<file path="src/common/adcsc_pkg.sv">
// Purpose: Shared constants and types for the converter start control block
// Assumes: 32-bit APB data, one aligned word per register
// Notes:   Offsets are byte addresses
`default_nettype none
package adcsc_pkg;
  localparam int ADDR_W = 8;
  localparam int CH_W   = 5;
  localparam int DEP_W  = 3;
  localparam int RES_W  = 12;
  localparam int FIFO_D = 8;
  localparam int CNT_W  = 4;

  localparam logic [ADDR_W-1:0] OFS_SC1  = 8'h00;
  localparam logic [ADDR_W-1:0] OFS_CTRL = 8'h04;
  localparam logic [ADDR_W-1:0] OFS_FIFO = 8'h08;
  localparam logic [ADDR_W-1:0] OFS_RES  = 8'h0c;

  // converter_status_control_first fields
  localparam int SC1_DONE_BIT = 7;
  localparam int SC1_IRQ_BIT  = 6;
  localparam int SC1_CONT_BIT = 5;
  // Control word fields
  localparam int CTRL_HW_BIT   = 0;
  localparam int CTRL_CMP_BIT  = 1;
  localparam int CTRL_BUSY_BIT = 2;
  // FIFO word fields
  localparam int FIFO_MULTI_BIT = 4;

  localparam logic [CH_W-1:0]  RST_CHAN   = 5'h1f;
  localparam logic [CH_W-1:0]  CH_DISABLE = 5'h1f;
  localparam logic [DEP_W-1:0] RST_DEPTH  = 3'h0;

  typedef enum logic [3:0] {
    ST_IDLE  = 4'b0001,
    ST_ARM   = 4'b0010,
    ST_START = 4'b0100,
    ST_CONV  = 4'b1000
  } adcsc_st_t;
endpackage
`default_nettype wire

</file>
<file path="src/rtl/adcsc_chan_fifo.sv">
// Purpose: Channel queue for batch conversion sets
// Assumes: Read index stays below the fill count
// Notes:   Pushes beyond depth D are dropped
`timescale 1ns/10ps
`default_nettype none
module adcsc_chan_fifo #(
  parameter int W  = 5,
  parameter int D  = 8,
  parameter int CW = 4
) (
  input  wire logic          i_mclk,
  input  wire logic          i_rst_b,
  input  wire logic          i_clr,
  input  wire logic          i_push,
  input  wire logic [W-1:0]  i_data,
  input  wire logic [2:0]    i_idx,
  output logic      [W-1:0]  o_data,
  output logic      [CW-1:0] o_count
);
  typedef struct packed {
    logic [D-1:0][W-1:0] mem;
    logic [CW-1:0]       cnt;
  } adcsc_fifo_t;

  adcsc_fifo_t r, n;

  always_comb begin
    n = r;
    if (i_clr) begin
      n.cnt = '0;
    end else if (i_push && (r.cnt < CW'(D))) begin
      n.mem[r.cnt[2:0]] = i_data;
      n.cnt = r.cnt + CW'(1);
    end
  end

  always_ff @(posedge i_mclk) begin
    if (!i_rst_b) begin
      r <= '0;
    end else begin
      r <= n;
    end
  end

  assign o_data  = r.mem[i_idx];
  assign o_count = r.cnt;
endmodule
`default_nettype wire

</file>
<file path="src/rtl/adcsc_result_hold.sv">
// Purpose: Holds the last accepted conversion result
// Assumes: Load is a one-cycle pulse
// Notes:   Cleared only by reset
`timescale 1ns/10ps
`default_nettype none
module adcsc_result_hold #(
  parameter int W = 12
) (
  input  wire logic         i_mclk,
  input  wire logic         i_rst_b,
  input  wire logic         i_load,
  input  wire logic [W-1:0] i_data,
  output logic      [W-1:0] o_data
);
  typedef struct packed {
    logic [W-1:0] val;
  } adcsc_res_t;

  adcsc_res_t r, n;

  always_comb begin
    n = r;
    if (i_load) begin
      n.val = i_data;
    end
  end

  always_ff @(posedge i_mclk) begin
    if (!i_rst_b) begin
      r <= '0;
    end else begin
      r <= n;
    end
  end

  assign o_data = r.val;
endmodule
`default_nettype wire

</file>
<file path="src/rtl/adcsc_top.sv">
// Purpose: Start and completion control of a successive-approximation converter
// Assumes: Hardware trigger is a one-cycle pulse on i_mclk; converter core answers with i_conv_done
// Notes:   APB slave with zero wait states; unmapped addresses answer with pslverr
`timescale 1ns/10ps
`default_nettype none
// What this block does
// - Done flag set while done interrupt enable is 1 raises the interrupt.
// - Continuous enable picks single conversions at 0, continuous at 1.
// - Single mode, software trigger: one conversion per control register write.
// - Single mode, hardware trigger: one conversion per trigger pulse.
// - Single mode with FIFO depth above 0: a trigger runs a whole set; with multi clear each hardware pulse runs one channel.
// - Continuous, software trigger: back-to-back conversions after a control write.
// - Continuous, hardware trigger: back-to-back conversions after a trigger pulse.
// - Continuous with FIFO depth above 0: the set repeats in a loop.
// - Channel select is 5 bits; codes 0 to 15 pick external inputs.
// - Done flag is read-only; set per conversion, compare hit, or set end.
// - Control register write or result read clears the done flag.
// - Control register write aborts a running conversion and starts anew, or rearms for a trigger pulse with hardware trigger.
// - Channel code all ones disables, stops conversion and empties the FIFO.
module adcsc_top (
  input  wire logic                       i_mclk,
  input  wire logic                       i_rst_b,
  input  wire logic                       i_psel,
  input  wire logic                       i_penable,
  input  wire logic                       i_pwrite,
  input  wire logic [adcsc_pkg::ADDR_W-1:0] i_paddr,
  input  wire logic [31:0]                i_pwdata,
  output logic      [31:0]                o_prdata,
  output logic                            o_pready,
  output logic                            o_pslverr,
  input  wire logic                       i_hw_trigger,
  input  wire logic                       i_conv_done,
  input  wire logic                       i_cmp_true,
  input  wire logic [adcsc_pkg::RES_W-1:0]  i_conv_data,
  output logic                            o_conv_start,
  output logic                            o_conv_abort,
  output logic      [adcsc_pkg::CH_W-1:0]   o_conv_channel,
  output logic                            o_done_irq
);
  typedef struct packed {
    logic                          irq_en;
    logic                          cont;
    logic                          done;
    logic                          trig_hw;
    logic                          cmp_en;
    logic                          multi;
    logic [adcsc_pkg::CH_W-1:0]    chan;
    logic [adcsc_pkg::DEP_W-1:0]   depth;
    logic [2:0]                    idx;
    logic [adcsc_pkg::CH_W-1:0]    conv_ch;
    logic                          start;
    logic                          abort;
    adcsc_pkg::adcsc_st_t          st;
  } adcsc_state_t;

  adcsc_state_t r, n;

  logic                           acc;
  logic                           wr_sc1;
  logic                           wr_ctrl;
  logic                           wr_fifo;
  logic                           rd_res;
  logic                           mapped;
  logic                           fifo_mode;
  logic                           fifo_clr;
  logic                           fifo_push;
  logic                           res_load;
  logic                           ok;
  logic                           last;
  logic [adcsc_pkg::CH_W-1:0]     fifo_ch;
  logic [adcsc_pkg::CNT_W-1:0]    fifo_cnt;
  logic [adcsc_pkg::RES_W-1:0]    res_val;
  logic [adcsc_pkg::CH_W-1:0]     wr_ch;

  assign acc       = i_psel && i_penable;
  assign mapped    = (i_paddr == adcsc_pkg::OFS_SC1) || (i_paddr == adcsc_pkg::OFS_CTRL)
                  || (i_paddr == adcsc_pkg::OFS_FIFO) || (i_paddr == adcsc_pkg::OFS_RES);
  assign wr_sc1    = acc && i_pwrite && (i_paddr == adcsc_pkg::OFS_SC1);
  assign wr_ctrl   = acc && i_pwrite && (i_paddr == adcsc_pkg::OFS_CTRL);
  assign wr_fifo   = acc && i_pwrite && (i_paddr == adcsc_pkg::OFS_FIFO);
  assign rd_res    = acc && !i_pwrite && (i_paddr == adcsc_pkg::OFS_RES);
  assign wr_ch     = i_pwdata[adcsc_pkg::CH_W-1:0];
  assign fifo_mode = (r.depth != adcsc_pkg::RST_DEPTH);
  assign ok        = !r.cmp_en || i_cmp_true;
  assign last      = !fifo_mode || (r.idx == r.depth);

  adcsc_chan_fifo #(
    .W  (adcsc_pkg::CH_W),
    .D  (adcsc_pkg::FIFO_D),
    .CW (adcsc_pkg::CNT_W)
  ) u_fifo (
    .i_mclk  (i_mclk),
    .i_rst_b (i_rst_b),
    .i_clr   (fifo_clr),
    .i_push  (fifo_push),
    .i_data  (wr_ch),
    .i_idx   (r.idx),
    .o_data  (fifo_ch),
    .o_count (fifo_cnt)
  );

  adcsc_result_hold #(
    .W (adcsc_pkg::RES_W)
  ) u_res (
    .i_mclk  (i_mclk),
    .i_rst_b (i_rst_b),
    .i_load  (res_load),
    .i_data  (i_conv_data),
    .o_data  (res_val)
  );

  always_comb begin
    n         = r;
    n.start   = 1'b0;
    n.abort   = 1'b0;
    fifo_clr  = 1'b0;
    fifo_push = 1'b0;
    res_load  = 1'b0;
    // Clears first so that a completion in the same cycle wins
    if (wr_sc1 || rd_res) begin
      n.done = 1'b0;
    end
    case (r.st)
      adcsc_pkg::ST_IDLE: begin
        n.idx = '0;
      end
      adcsc_pkg::ST_ARM: begin
        if (i_hw_trigger) begin
          n.st = adcsc_pkg::ST_START;
        end
      end
      adcsc_pkg::ST_START: begin
        n.start   = 1'b1;
        n.conv_ch = fifo_mode ? fifo_ch : r.chan;
        n.st      = adcsc_pkg::ST_CONV;
      end
      adcsc_pkg::ST_CONV: begin
        if (i_conv_done) begin
          res_load = ok;
          if (!last) begin
            n.idx = r.idx + 3'd1;
            // Without multi-trigger each pulse walks one channel of the set
            n.st  = (r.trig_hw && !r.multi && !r.cont) ? adcsc_pkg::ST_ARM
                                                       : adcsc_pkg::ST_START;
          end else begin
            n.idx = '0;
            if (ok) begin
              n.done = 1'b1;
            end
            if (r.cont) begin
              n.st = adcsc_pkg::ST_START;
            end else if (r.trig_hw) begin
              n.st = adcsc_pkg::ST_ARM;
            end else begin
              n.st = adcsc_pkg::ST_IDLE;
            end
          end
        end
      end
      default: begin
        n.st = adcsc_pkg::ST_IDLE;
      end
    endcase
    if (wr_sc1) begin
      n.irq_en = i_pwdata[adcsc_pkg::SC1_IRQ_BIT];
      n.cont   = i_pwdata[adcsc_pkg::SC1_CONT_BIT];
      n.chan   = wr_ch;
      n.idx    = '0;
      n.abort  = (r.st == adcsc_pkg::ST_CONV);
      if (wr_ch == adcsc_pkg::CH_DISABLE) begin
        n.st     = adcsc_pkg::ST_IDLE;
        fifo_clr = 1'b1;
      end else if (fifo_mode && (fifo_cnt < {1'b0, r.depth})) begin
        fifo_push = 1'b1;
        n.st      = adcsc_pkg::ST_IDLE;
      end else begin
        fifo_push = fifo_mode;
        n.st      = r.trig_hw ? adcsc_pkg::ST_ARM : adcsc_pkg::ST_START;
      end
    end
    if (wr_ctrl) begin
      n.trig_hw = i_pwdata[adcsc_pkg::CTRL_HW_BIT];
      n.cmp_en  = i_pwdata[adcsc_pkg::CTRL_CMP_BIT];
    end
    if (wr_fifo) begin
      n.depth  = i_pwdata[adcsc_pkg::DEP_W-1:0];
      n.multi  = i_pwdata[adcsc_pkg::FIFO_MULTI_BIT];
      fifo_clr = 1'b1;
    end
  end

  always_ff @(posedge i_mclk) begin
    if (!i_rst_b) begin
      r       <= '0;
      r.chan  <= adcsc_pkg::RST_CHAN;
      r.depth <= adcsc_pkg::RST_DEPTH;
      r.st    <= adcsc_pkg::ST_IDLE;
    end else begin
      r <= n;
    end
  end

  always_comb begin
    o_prdata = 32'h0;
    case (i_paddr)
      adcsc_pkg::OFS_SC1: begin
        o_prdata[adcsc_pkg::SC1_DONE_BIT] = r.done;
        o_prdata[adcsc_pkg::SC1_IRQ_BIT]  = r.irq_en;
        o_prdata[adcsc_pkg::SC1_CONT_BIT] = r.cont;
        o_prdata[adcsc_pkg::CH_W-1:0]     = r.chan;
      end
      adcsc_pkg::OFS_CTRL: begin
        o_prdata[adcsc_pkg::CTRL_HW_BIT]   = r.trig_hw;
        o_prdata[adcsc_pkg::CTRL_CMP_BIT]  = r.cmp_en;
        o_prdata[adcsc_pkg::CTRL_BUSY_BIT] = (r.st != adcsc_pkg::ST_IDLE);
      end
      adcsc_pkg::OFS_FIFO: begin
        o_prdata[adcsc_pkg::DEP_W-1:0]      = r.depth;
        o_prdata[adcsc_pkg::FIFO_MULTI_BIT] = r.multi;
      end
      adcsc_pkg::OFS_RES: begin
        o_prdata[adcsc_pkg::RES_W-1:0] = res_val;
      end
      default: begin
        o_prdata = 32'h0;
      end
    endcase
  end

  assign o_pready       = 1'b1;
  assign o_pslverr      = acc && !mapped;
  assign o_conv_start   = r.start;
  assign o_conv_abort   = r.abort;
  assign o_conv_channel = r.conv_ch;
  assign o_done_irq     = r.done && r.irq_en;
endmodule
`default_nettype wire

</file>
<file path="config.mk">
export PLATFORM = sky130hd
export DESIGN_NAME = adcsc_top
export DESIGN_NICKNAME = d
export VERILOG_FILES = /design/src/common/adcsc_pkg.sv /design/src/rtl/adcsc_chan_fifo.sv /design/src/rtl/adcsc_result_hold.sv /design/src/rtl/adcsc_top.sv
export SDC_FILE = /design/constraint.sdc
export NUM_CORES = 1
export LEC_CHECK = 0
export BUFFER_PORTS_ARGS = -buffer_cell sky130_fd_sc_hd__buf_2
export CAP_MARGIN = 20
export CORE_MARGIN = 1
export CORE_UTILIZATION = 50
export CTS_BUF_LIST = sky130_fd_sc_hd__clkbuf_8
export CTS_CLUSTER_SIZE = 12
export DETAILED_ROUTE_END_ITERATION = 8
export PLACE_DENSITY = 0.78
export SYNTH_ARGS = -nofsm -noshare
export SYNTH_HDL_FRONTEND = slang
export SYNTH_HIERARCHICAL = 1
export SYNTH_SLANG_ARGS = --single-unit
</file>
<file path="constraint.sdc">
create_clock -name i_mclk -period 2 [get_ports i_mclk]
set_input_delay 0.1 -clock i_mclk [delete_from_list [all_inputs] [get_ports i_mclk]]
set_output_delay 0.1 -clock i_mclk [all_outputs]
set_load 0.01 [all_outputs]
</file>
* Word-level counts from Yosys, hierarchy flattened *
Cells that the tools add are included.

storage, ports and cells
  register bits = 84

operators by class
  $add $sub $neg = 2
  magnitude comparators = 5
  eq/ne operators = 14
  muxes and demuxes = 39
  bitwise logic cells = 2
  reduce and logical (&&, ||, !) cells = 35

operators by type and width
  operator                                                                number
  40-bit bitwise mux                                                      1
  3-bit 2-to-1 mux                                                        8
  8-bit by 4-bit equality test with 1-bit output (second input constant)  2
  4-bit 2-to-1 mux                                                        4
  4-bit one-hot mux with 4 select lines                                   1
  5-bit binary-select mux with 3-bit select                               1
  5-bit demux with 3-bit select                                           1
  5-bit 2-to-1 mux                                                        3
  1-bit logical AND                                                       14
  1-bit 2-to-1 mux                                                        14
  3-bit one-hot mux with 2 select lines                                   2
  3-bit one-hot mux with 4 select lines                                   1
  8-bit by 3-bit equality test with 1-bit output (second input constant)  1
  8-bit zero test                                                         1
  3-bit by 4-bit < comparator with 1-bit output (second input constant)   2
  1-bit zero test                                                         6
  1-bit logical OR                                                        6
  3-bit != test (second input constant)                                   2
  2-bit AND reduction                                                     3
  5-bit equality test (second input constant)                             1
  4-bit by 1-bit adder with 4-bit output (second input constant)          1
  4-bit by 1-bit equality test with 1-bit output (second input constant)  1
  4-bit by 2-bit equality test with 1-bit output (second input constant)  1
  4-bit by 3-bit equality test with 1-bit output (second input constant)  1
  16 further kinds                                                        19

* Logic depth before layout (Yosys ltp) *
Gate-level depths: netlist of run 1.

  depth in word-level cells = 9
  mapped depth = 10

* Modules after synthesis *
Netlist of run 1, hierarchy kept.

by module, submodules not included
  module             times used  cells an instance  area an instance (um2)  sequential area each (um2)
  adcsc_top          1           242                2029.4                  560.5
  adcsc_chan_fifo    1           183                2025.7                  880.8
  adcsc_result_hold  1           38                 450.4                   240.2

* Least setup slack after synthesis of run 1 *
Ideal clock, no wire load.

  path type = input to register
  start = input i_paddr[5] (netlist bit)
  end = register u_fifo/r[24] (netlist bit)
  arrival time = 2.045 ns
  required time = 1.928 ns
  path slack = -0.117 ns
  stages = 9
  path through = nor4_4 > and3_1 > buf_4 > nand2_2 > buf_2 > o21ai_0 > and4bb_2 > nand2_1 > mux2i_1

on the way
  word-level cells in the longest chain between the ends = 6

ends and longest elaborated chain
  element                            RTL line               source
  start, declared                    adcsc_top.sv:26        input wire logic [adcsc_pkg::ADDR_W-1:0] i_paddr,
  8-bit zero test                    adcsc_top.sv:78        assign wr_sc1 = acc && i_pwrite && (i_paddr == adcsc_pkg::OFS_SC1);
  1-bit logical AND                  adcsc_top.sv:78
  1-bit 2-to-1 mux                   adcsc_top.sv:164       if (wr_sc1) begin
  1-bit 2-to-1 mux (*)               adcsc_top.sv:185       if (wr_fifo) begin
  via fifo_clr                       adcsc_top.sv:65        logic fifo_clr;
  1-bit inverter (no line) (*)       -
  2-bit AND reduction (no line) (*)  -
  end signal, assigned               adcsc_chan_fifo.sv:41  r <= n;
  end, declared                      adcsc_chan_fifo.sv:25  adcsc_fifo_t r, n;

The timed path passes the listed nets; every way through them passes the cells marked *.
A chain may end at the register's enable or synchronous reset.

==> impl_metrics.json, run 1 <==
{
  "fp.dieArea_um2": 9390,
  "routedWlPerCell_um": 15.4,
  "r2r_setup_slack_ps": 100,
  "die_w_um": 96.9,
  "drt_wl_total_um": 9800,
  "post-place-ws_ps": -41.1,
  "ys_ff_latch": 84,
  "path_clk_slew_ps": 90,
  "finalCriticalPeriod_ps": 1900,
  "die_h_um": 96.9,
  "cp_max_fo": 2,
  "hp-class": "input port to flop",
  "vias": 3513,
  "cts_tree": "done",
  "final_area_um2": 5080,
  "power_density_nw_per_um2": 614,
  "initial_core_util": 0.517,
  "cts.sinks": 84,
  "synthDominantCellAreaShare": 0.373,
  "vias_per_cell": 5.53,
  "num_antenna_cells": 0,
  "slew_violations": 0,
  "fin_ws_ps": 104,
  "first_iter_violations": 185,
  "arrival_ps": 2150,
  "path_class": "flop to flop",
  "grt_pass1_vias": 3339,
  "max_stage_delay_ps": 420,
  "whs_ps": 4.33,
  "coreArea_um2": 8720,
  "syn_area_um2": 4510,
  "yosysMostFrequentCell": "dfxtp_1",
  "hpwl_um": 7260,
  "area.growth.synth_to_final_pct": 12.8,
  "setup_viol": 0,
  "drt-pass1-iter-count": 4,
  "synth_cell_type_count": 60,
  "cp-start-kind": "flop",
  "power.leakage_nw": 2.34,
  "layout.nets": 586,
  "synth.area.top_cells": "dfxtp_1, mux2i_1, mux4_1, nand2_1, buf_4",
  "synthFlopType": "dfxtp_1",
  "critPathRequiredTime_ps": 2260,
  "yosysWarnings": 6,
  "grt_usage": 0.209,
  "async_flop_share": 0,
  "syn_inst": 463,
  "ios": 102,
  "cts_buffer_depth": 2,
  "gp_congestion": 0.824,
  "fillers": 731,
  "cts_setup_buffers": 0,
  "fin_crit_sh": 0.948,
  "ys_seq_area_frac": 0.373,
  "vdd_ir_drop_max_mv": 0.363,
  "row_count": 34,
  "hold_violations": 0,
  "grt_pass1_wl_um": 15900,
  "placed_area_um2": 4830,
  "status": "finished clean",
  "grt_max_degree": 45,
  "numPlacedInstances": 614,
  "finClkSkew_ps": 10.5,
  "fin_tns_setup_ps": 0,
  "crit_slowest_cell": "a2111oi_4",
  "drive_gt1_frac": 0.233,
  "clock_latency_ps": 370,
  "antenna_found_initial": 0,
  "synth_area_per_cell_um2": 9.73,
  "grt-ovfl-total": 0,
  "htree_levels": 3,
  "cp-end-kind": "flop",
  "slew-limit-headroom": 0.651,
  "drv_cap": 0,
  "stdcell_count": 635,
  "fmax_ghz": 0.527,
  "root_buffer": "clkbuf_8",
  "synth_common_cells": "dfxtp_1, mux2i_1, nand2_1",
  "path_cells": "inv_1 -> ha_1 -> a21o_1 -> a2111oi_4 -> nor2_2 -> and4_1 -> a311o_1",
  "portBuffers": 55,
  "numCtsBuffers": 9,
  "rsz0062_at_grt": "no",
  "synth_edf_count": 0,
  "synth_top_area_cell": "dfxtp_1",
  "tightest_slew_ps": 524,
  "ant_nets": 0,
  "drc": 0
}
==> layout make-up <==
type	instances	area [µm²]	area share
Clock inverter	7	76.3	0.0150
Timing Repair Buffer	84	518	0.102
Multi-Input combinational cell	337	2520	0.496
Clock buffer	9	124	0.0244
Inverter	6	22.5	0.00443
Tap cell	108	135	0.0266
Sequential cell	84	1690	0.332
==> layer usage <==
| layer | GRT usage | part of all wire | up-vias |
|---|---|---|---|
| met4 | 0.0907 | 0.021 | 0 |
| li1 | - | - | 1699 |
| met5 | 0 | 0 | - |
| met1 | 0.243 | 0.43 | 1686 |
| met2 | 0.366 | 0.50 | 110 |
| met3 | 0.0499 | 0.049 | 18 |
==> stage by stage <==
| stage | total power [W] | utilization |
|---|---|---|
| finish | 0.00312 | 0.583 |
| global route | 0.00324 | 0.583 |
| CTS | 0.00313 | 0.581 |
| detailed placement | 0.00192 | 0.554 |
| global placement | 0.00192 | 0.554 |
| floorplan | 0.00187 | - |
==> cells in the final DEF, fill, tap and decap left out, drive strengths merged, types with 4 or more instances in the layout <==
cell type,count
dfxtp,84
buf,79
mux2i,70
nand2,70
nor2,38
conb,21
nor2b,16
a21oi,12
mux4,12
clkbuf,9
inv,9
and2,7
mux2,7
nand3,7
o21ai,7
and3,6
a211oi,6
nand2b,6
a22oi,5
dlygate4sd3,5
nor4,5
nand3b,4
ha,4
==> where the power goes <==
part	switching [W]	internal, W
Sequential	0.0000111	0.00168
Clock	0.000644	0.000585
Combinational	0.000130	0.0000786
Total	0.000785	0.00234
==> worst paths after layout <==
check                    end  depth (start not counted)            from
max reg2reg             r[1]                          7           r[15]
min          u_res/o_data[0]                          3  i_conv_data[0]
min reg2reg      u_fifo/r[4]                          2     u_fifo/r[4]
max                     r[1]                          7           r[15]
==> critical path, delay by kind of cell (launching register included) <==
family / cells / cell delay (ps)
buffers and inverters: 1 / 40
AO/OA/AOI/OAI: 3 / 860
adder cells (fa/ha/maj): 1 / 280
flip-flops: 1 / 330
AND/OR/NAND/NOR: 2 / 270
==> flip-flops by register name, indices dropped and copies added (netlist names) <==
name            count
u_fifo/o_count      4
r                  21
o_conv_channel      5
u_fifo/r           40
u_res/o_data       12
o_conv_abort        1
o_conv_start        1
==> cells by family (layout without fill, tap and decap cells) <==
group	after synthesis	count (layout)	synth area share
AND/OR/NAND/NOR	175	175	0.209
multiplexers	89	89	0.242
XOR/XNOR	4	4	0.00778
adder cells (fa/ha/maj)	4	4	0.0111
other	2	21	0.00167
AO/OA/AOI/OAI	44	44	0.0697
buffers and inverters	61	106	0.0853
flip-flops	84	84	0.373
==> what timing repair did <==
item                       in CTS  in global routing
hold endpoints to repair        4                  1
setup endpoints to repair       0                 11
hold buffers                    4                  1
resized for setup               0                  4
Note: power is estimated with default switching activity, not from simulation.
==> inputs of run 2 (changes only) <==
--- a/config.mk
+++ b/config.mk
@@ -5,6 +5,7 @@
 export SDC_FILE = /design/constraint.sdc
 export NUM_CORES = 1
 export LEC_CHECK = 0
+export ABC_AREA = 1
 export BUFFER_PORTS_ARGS = -buffer_cell sky130_fd_sc_hd__buf_2
 export CAP_MARGIN = 20
 export CORE_MARGIN = 1
@@ -12,7 +13,7 @@
 export CTS_BUF_LIST = sky130_fd_sc_hd__clkbuf_8
 export CTS_CLUSTER_SIZE = 12
 export DETAILED_ROUTE_END_ITERATION = 8
-export PLACE_DENSITY = 0.78
+export PLACE_DENSITY = 0.77
 export SYNTH_ARGS = -nofsm -noshare
 export SYNTH_HDL_FRONTEND = slang
 export SYNTH_HIERARCHICAL = 1
==> run 2 against run 1 <==
Clock skew increased by 1.5 ps; worst setup slack improved by 160 ps; register-to-register slack improved by 160 ps; sequential share of layout area decreased by 1.7 points; sequential cell count unchanged; wire length increased by 20%; worst hold slack improved by 11 ps; cell count increased by 50%; critical path type unchanged; highest routed layer unchanged.
==> impl_metrics.json, run 2 <==
{
  "status": "finished clean",
  "ios": 102,
  "yosysMostFrequentCell": "nand2_1",
  "gp_congestion": 0.949,
  "synthFlopType": "dfxtp_1",
  "row_count": 35,
  "syn_area_um2": 4750,
  "drv_cap": 0,
  "fin_crit_sh": 0.869,
  "stdcell_count": 952,
  "power.leakage_nw": 2.59,
  "drc": 0,
  "initial_core_util": 0.515,
  "ys_seq_area_frac": 0.354,
  "cts_buffer_depth": 2,
  "synth_cell_type_count": 39,
  "finalCriticalPeriod_ps": 1740,
  "rsz0062_at_grt": "no",
  "die_h_um": 99.5,
  "first_iter_violations": 300,
  "post-place-ws_ps": 82.0,
  "grt_pass1_wl_um": 19500,
  "die_w_um": 99.5,
  "numPlacedInstances": 932,
  "synth_edf_count": 0,
  "synth_top_area_cell": "dfxtp_1",
  "root_buffer": "clkbuf_8",
  "synth_area_per_cell_um2": 6.27,
  "layout_commonest_cell": "nand2_1",
  "num_antenna_cells": 0,
  "cts_setup_buffers": 0,
  "largest_register_ffs": 40,
  "final_cell_mix": "nand2_1, nor2_1, inv_1, dfxtp_1, nand3_1",
  "slew_violations": 0,
  "arrival_ps": 2050,
  "syn_inst": 758,
  "grt_max_degree": 26,
  "grt_usage": 0.249,
  "path_class": "flop to flop",
  "r2r_setup_slack_ps": 260,
  "placed_area_um2": 5090,
  "cts.sinks": 84,
  "async_flop_share": 0,
  "ant_nets": 0,
  "portBuffers": 55,
  "synth_common_cells": "nand2_1, nor2_1, inv_1",
  "vdd_ir_drop_max_mv": 0.360,
  "fp.dieArea_um2": 9900,
  "grt-ovfl-total": 0,
  "p_total_w": 0.00318,
  "critPathRequiredTime_ps": 2310,
  "clock_latency_ps": 370,
  "grt_pass1_vias": 4282,
  "antenna_found_initial": 0,
  "fin_ws_ps": 262,
  "power_density_nw_per_um2": 597,
  "hold_violations": 0,
  "area.growth.synth_to_final_pct": 12.2,
  "final_area_um2": 5340,
  "fillers": 874,
  "drive_gt1_frac": 0.148,
  "vias_per_cell": 4.92,
  "cp-start-kind": "flop",
  "htree_levels": 3,
  "drt_wl_total_um": 11800,
  "layout.nets": 882,
  "path_clk_slew_ps": 100,
  "finClkSkew_ps": 11.9,
  "slew-limit-headroom": 0.582,
  "hpwl_um": 8640,
  "fmax_ghz": 0.575,
  "multi_input_area_um2": 2450,
  "cp-end-kind": "flop",
  "ys_ff_latch": 84,
  "final-seq-area_um2": 1680,
  "synthDominantCellAreaShare": 0.354,
  "routedWlPerCell_um": 12.4,
  "coreArea_um2": 9240,
  "synth.area.top_cells": "dfxtp_1, nand2_1, nor2_1, inv_1, nand3_1",
  "numCtsBuffers": 9,
  "hp-class": "input port to flop",
  "drt-pass1-iter-count": 5,
  "setup_viol": 0,
  "cp_max_fo": 5,
  "tightest_slew_ps": 627,
  "yosysWarnings": 6,
  "vias": 4688,
  "cts_tree": "done",
  "largest-register": "u_fifo/r",
  "fin_tns_setup_ps": 0
}
## run 2: changes by cell type in the layout (fill, tap and decap cells not counted), sizes merged, moves of 7 or more
cell   change
inv       +96
mux2i     -70
mux4      -12
o21ai     +16
nand3     +64
nor2b     -16
nand2    +150
mux2       -7
buf        -7
nor2     +117
## run 2: report_power, final
group	internal, W	switching (W)	total, W
clock network	0.000594	0.000684	0.00128
registers	0.00167	0.00000369	0.00168
logic	0.0000749	0.000152	0.000227
total	0.00234	0.000840	0.00318
## run 2: path summary, 6_finish.rpt
check / from / endpoint / depth (start not counted)
worst max register to register: r[16] / u_fifo/r[4] / 7
worst max-delay path: r[16] / u_fifo/r[4] / 7
worst min register to register: u_fifo/r[40] / u_fifo/r[40] / 2
worst min-delay path: i_conv_data[3] / u_res/o_data[3] / 5
## run 2: critical path, cell delays in order (launching register included)
cell and delay (ps):
dfxtp_1 450, nor3_4 60, nor3_1 200, buf_4 160
nand3_1 220, nor2_1 390, nor2_1 80, nor2_1 120
## run 2: what timing repair did
| action | in CTS | in global routing |
|---|---|---|
| hold buffers | 4 | 0 |
| hold endpoints to repair | 4 | 0 |
| gates resized for setup | 0 | 1 |
| setup endpoints to repair | 0 | 3 |
## run 2: cell type report
class                           count  share of cell area
Inverter                          105              0.0739
Clock buffer                        9              0.0232
Multi-Input combinational cell    542               0.459
Tap cell                          129              0.0303
Clock inverter                      7              0.0150
Sequential cell                    84               0.315
Timing Repair Buffer               76              0.0830
## run 2: stage by stage
step,hold WS [ps],util
6_report,15.1,0.577
5_1_grt,12.3,0.577
4_1_cts,2.75,0.577
3_5_place_dp,315,0.550
3_3_place_gp,308,0.550
2_1_floorplan,213,-
## run 2: kinds of logic after synthesis
family	Yosys count	synth area share
and+or+nand+nor	464	0.423
xor gates and xnor gates	1	0.00184
buffers and inverters	151	0.147
other	2	0.00158
adders and majority gates	4	0.0105
DFF	84	0.354
AOI/OAI and AO/OA	52	0.0624
## run 2: layer usage
metal  vias up  wire length (µm)  global-route usage
met5         -                 0                   0
met4         0               173              0.0826
met2       131              5570               0.419
met1      2135              5320               0.316
met3        15               696              0.0562
li1       2407                 -                   -
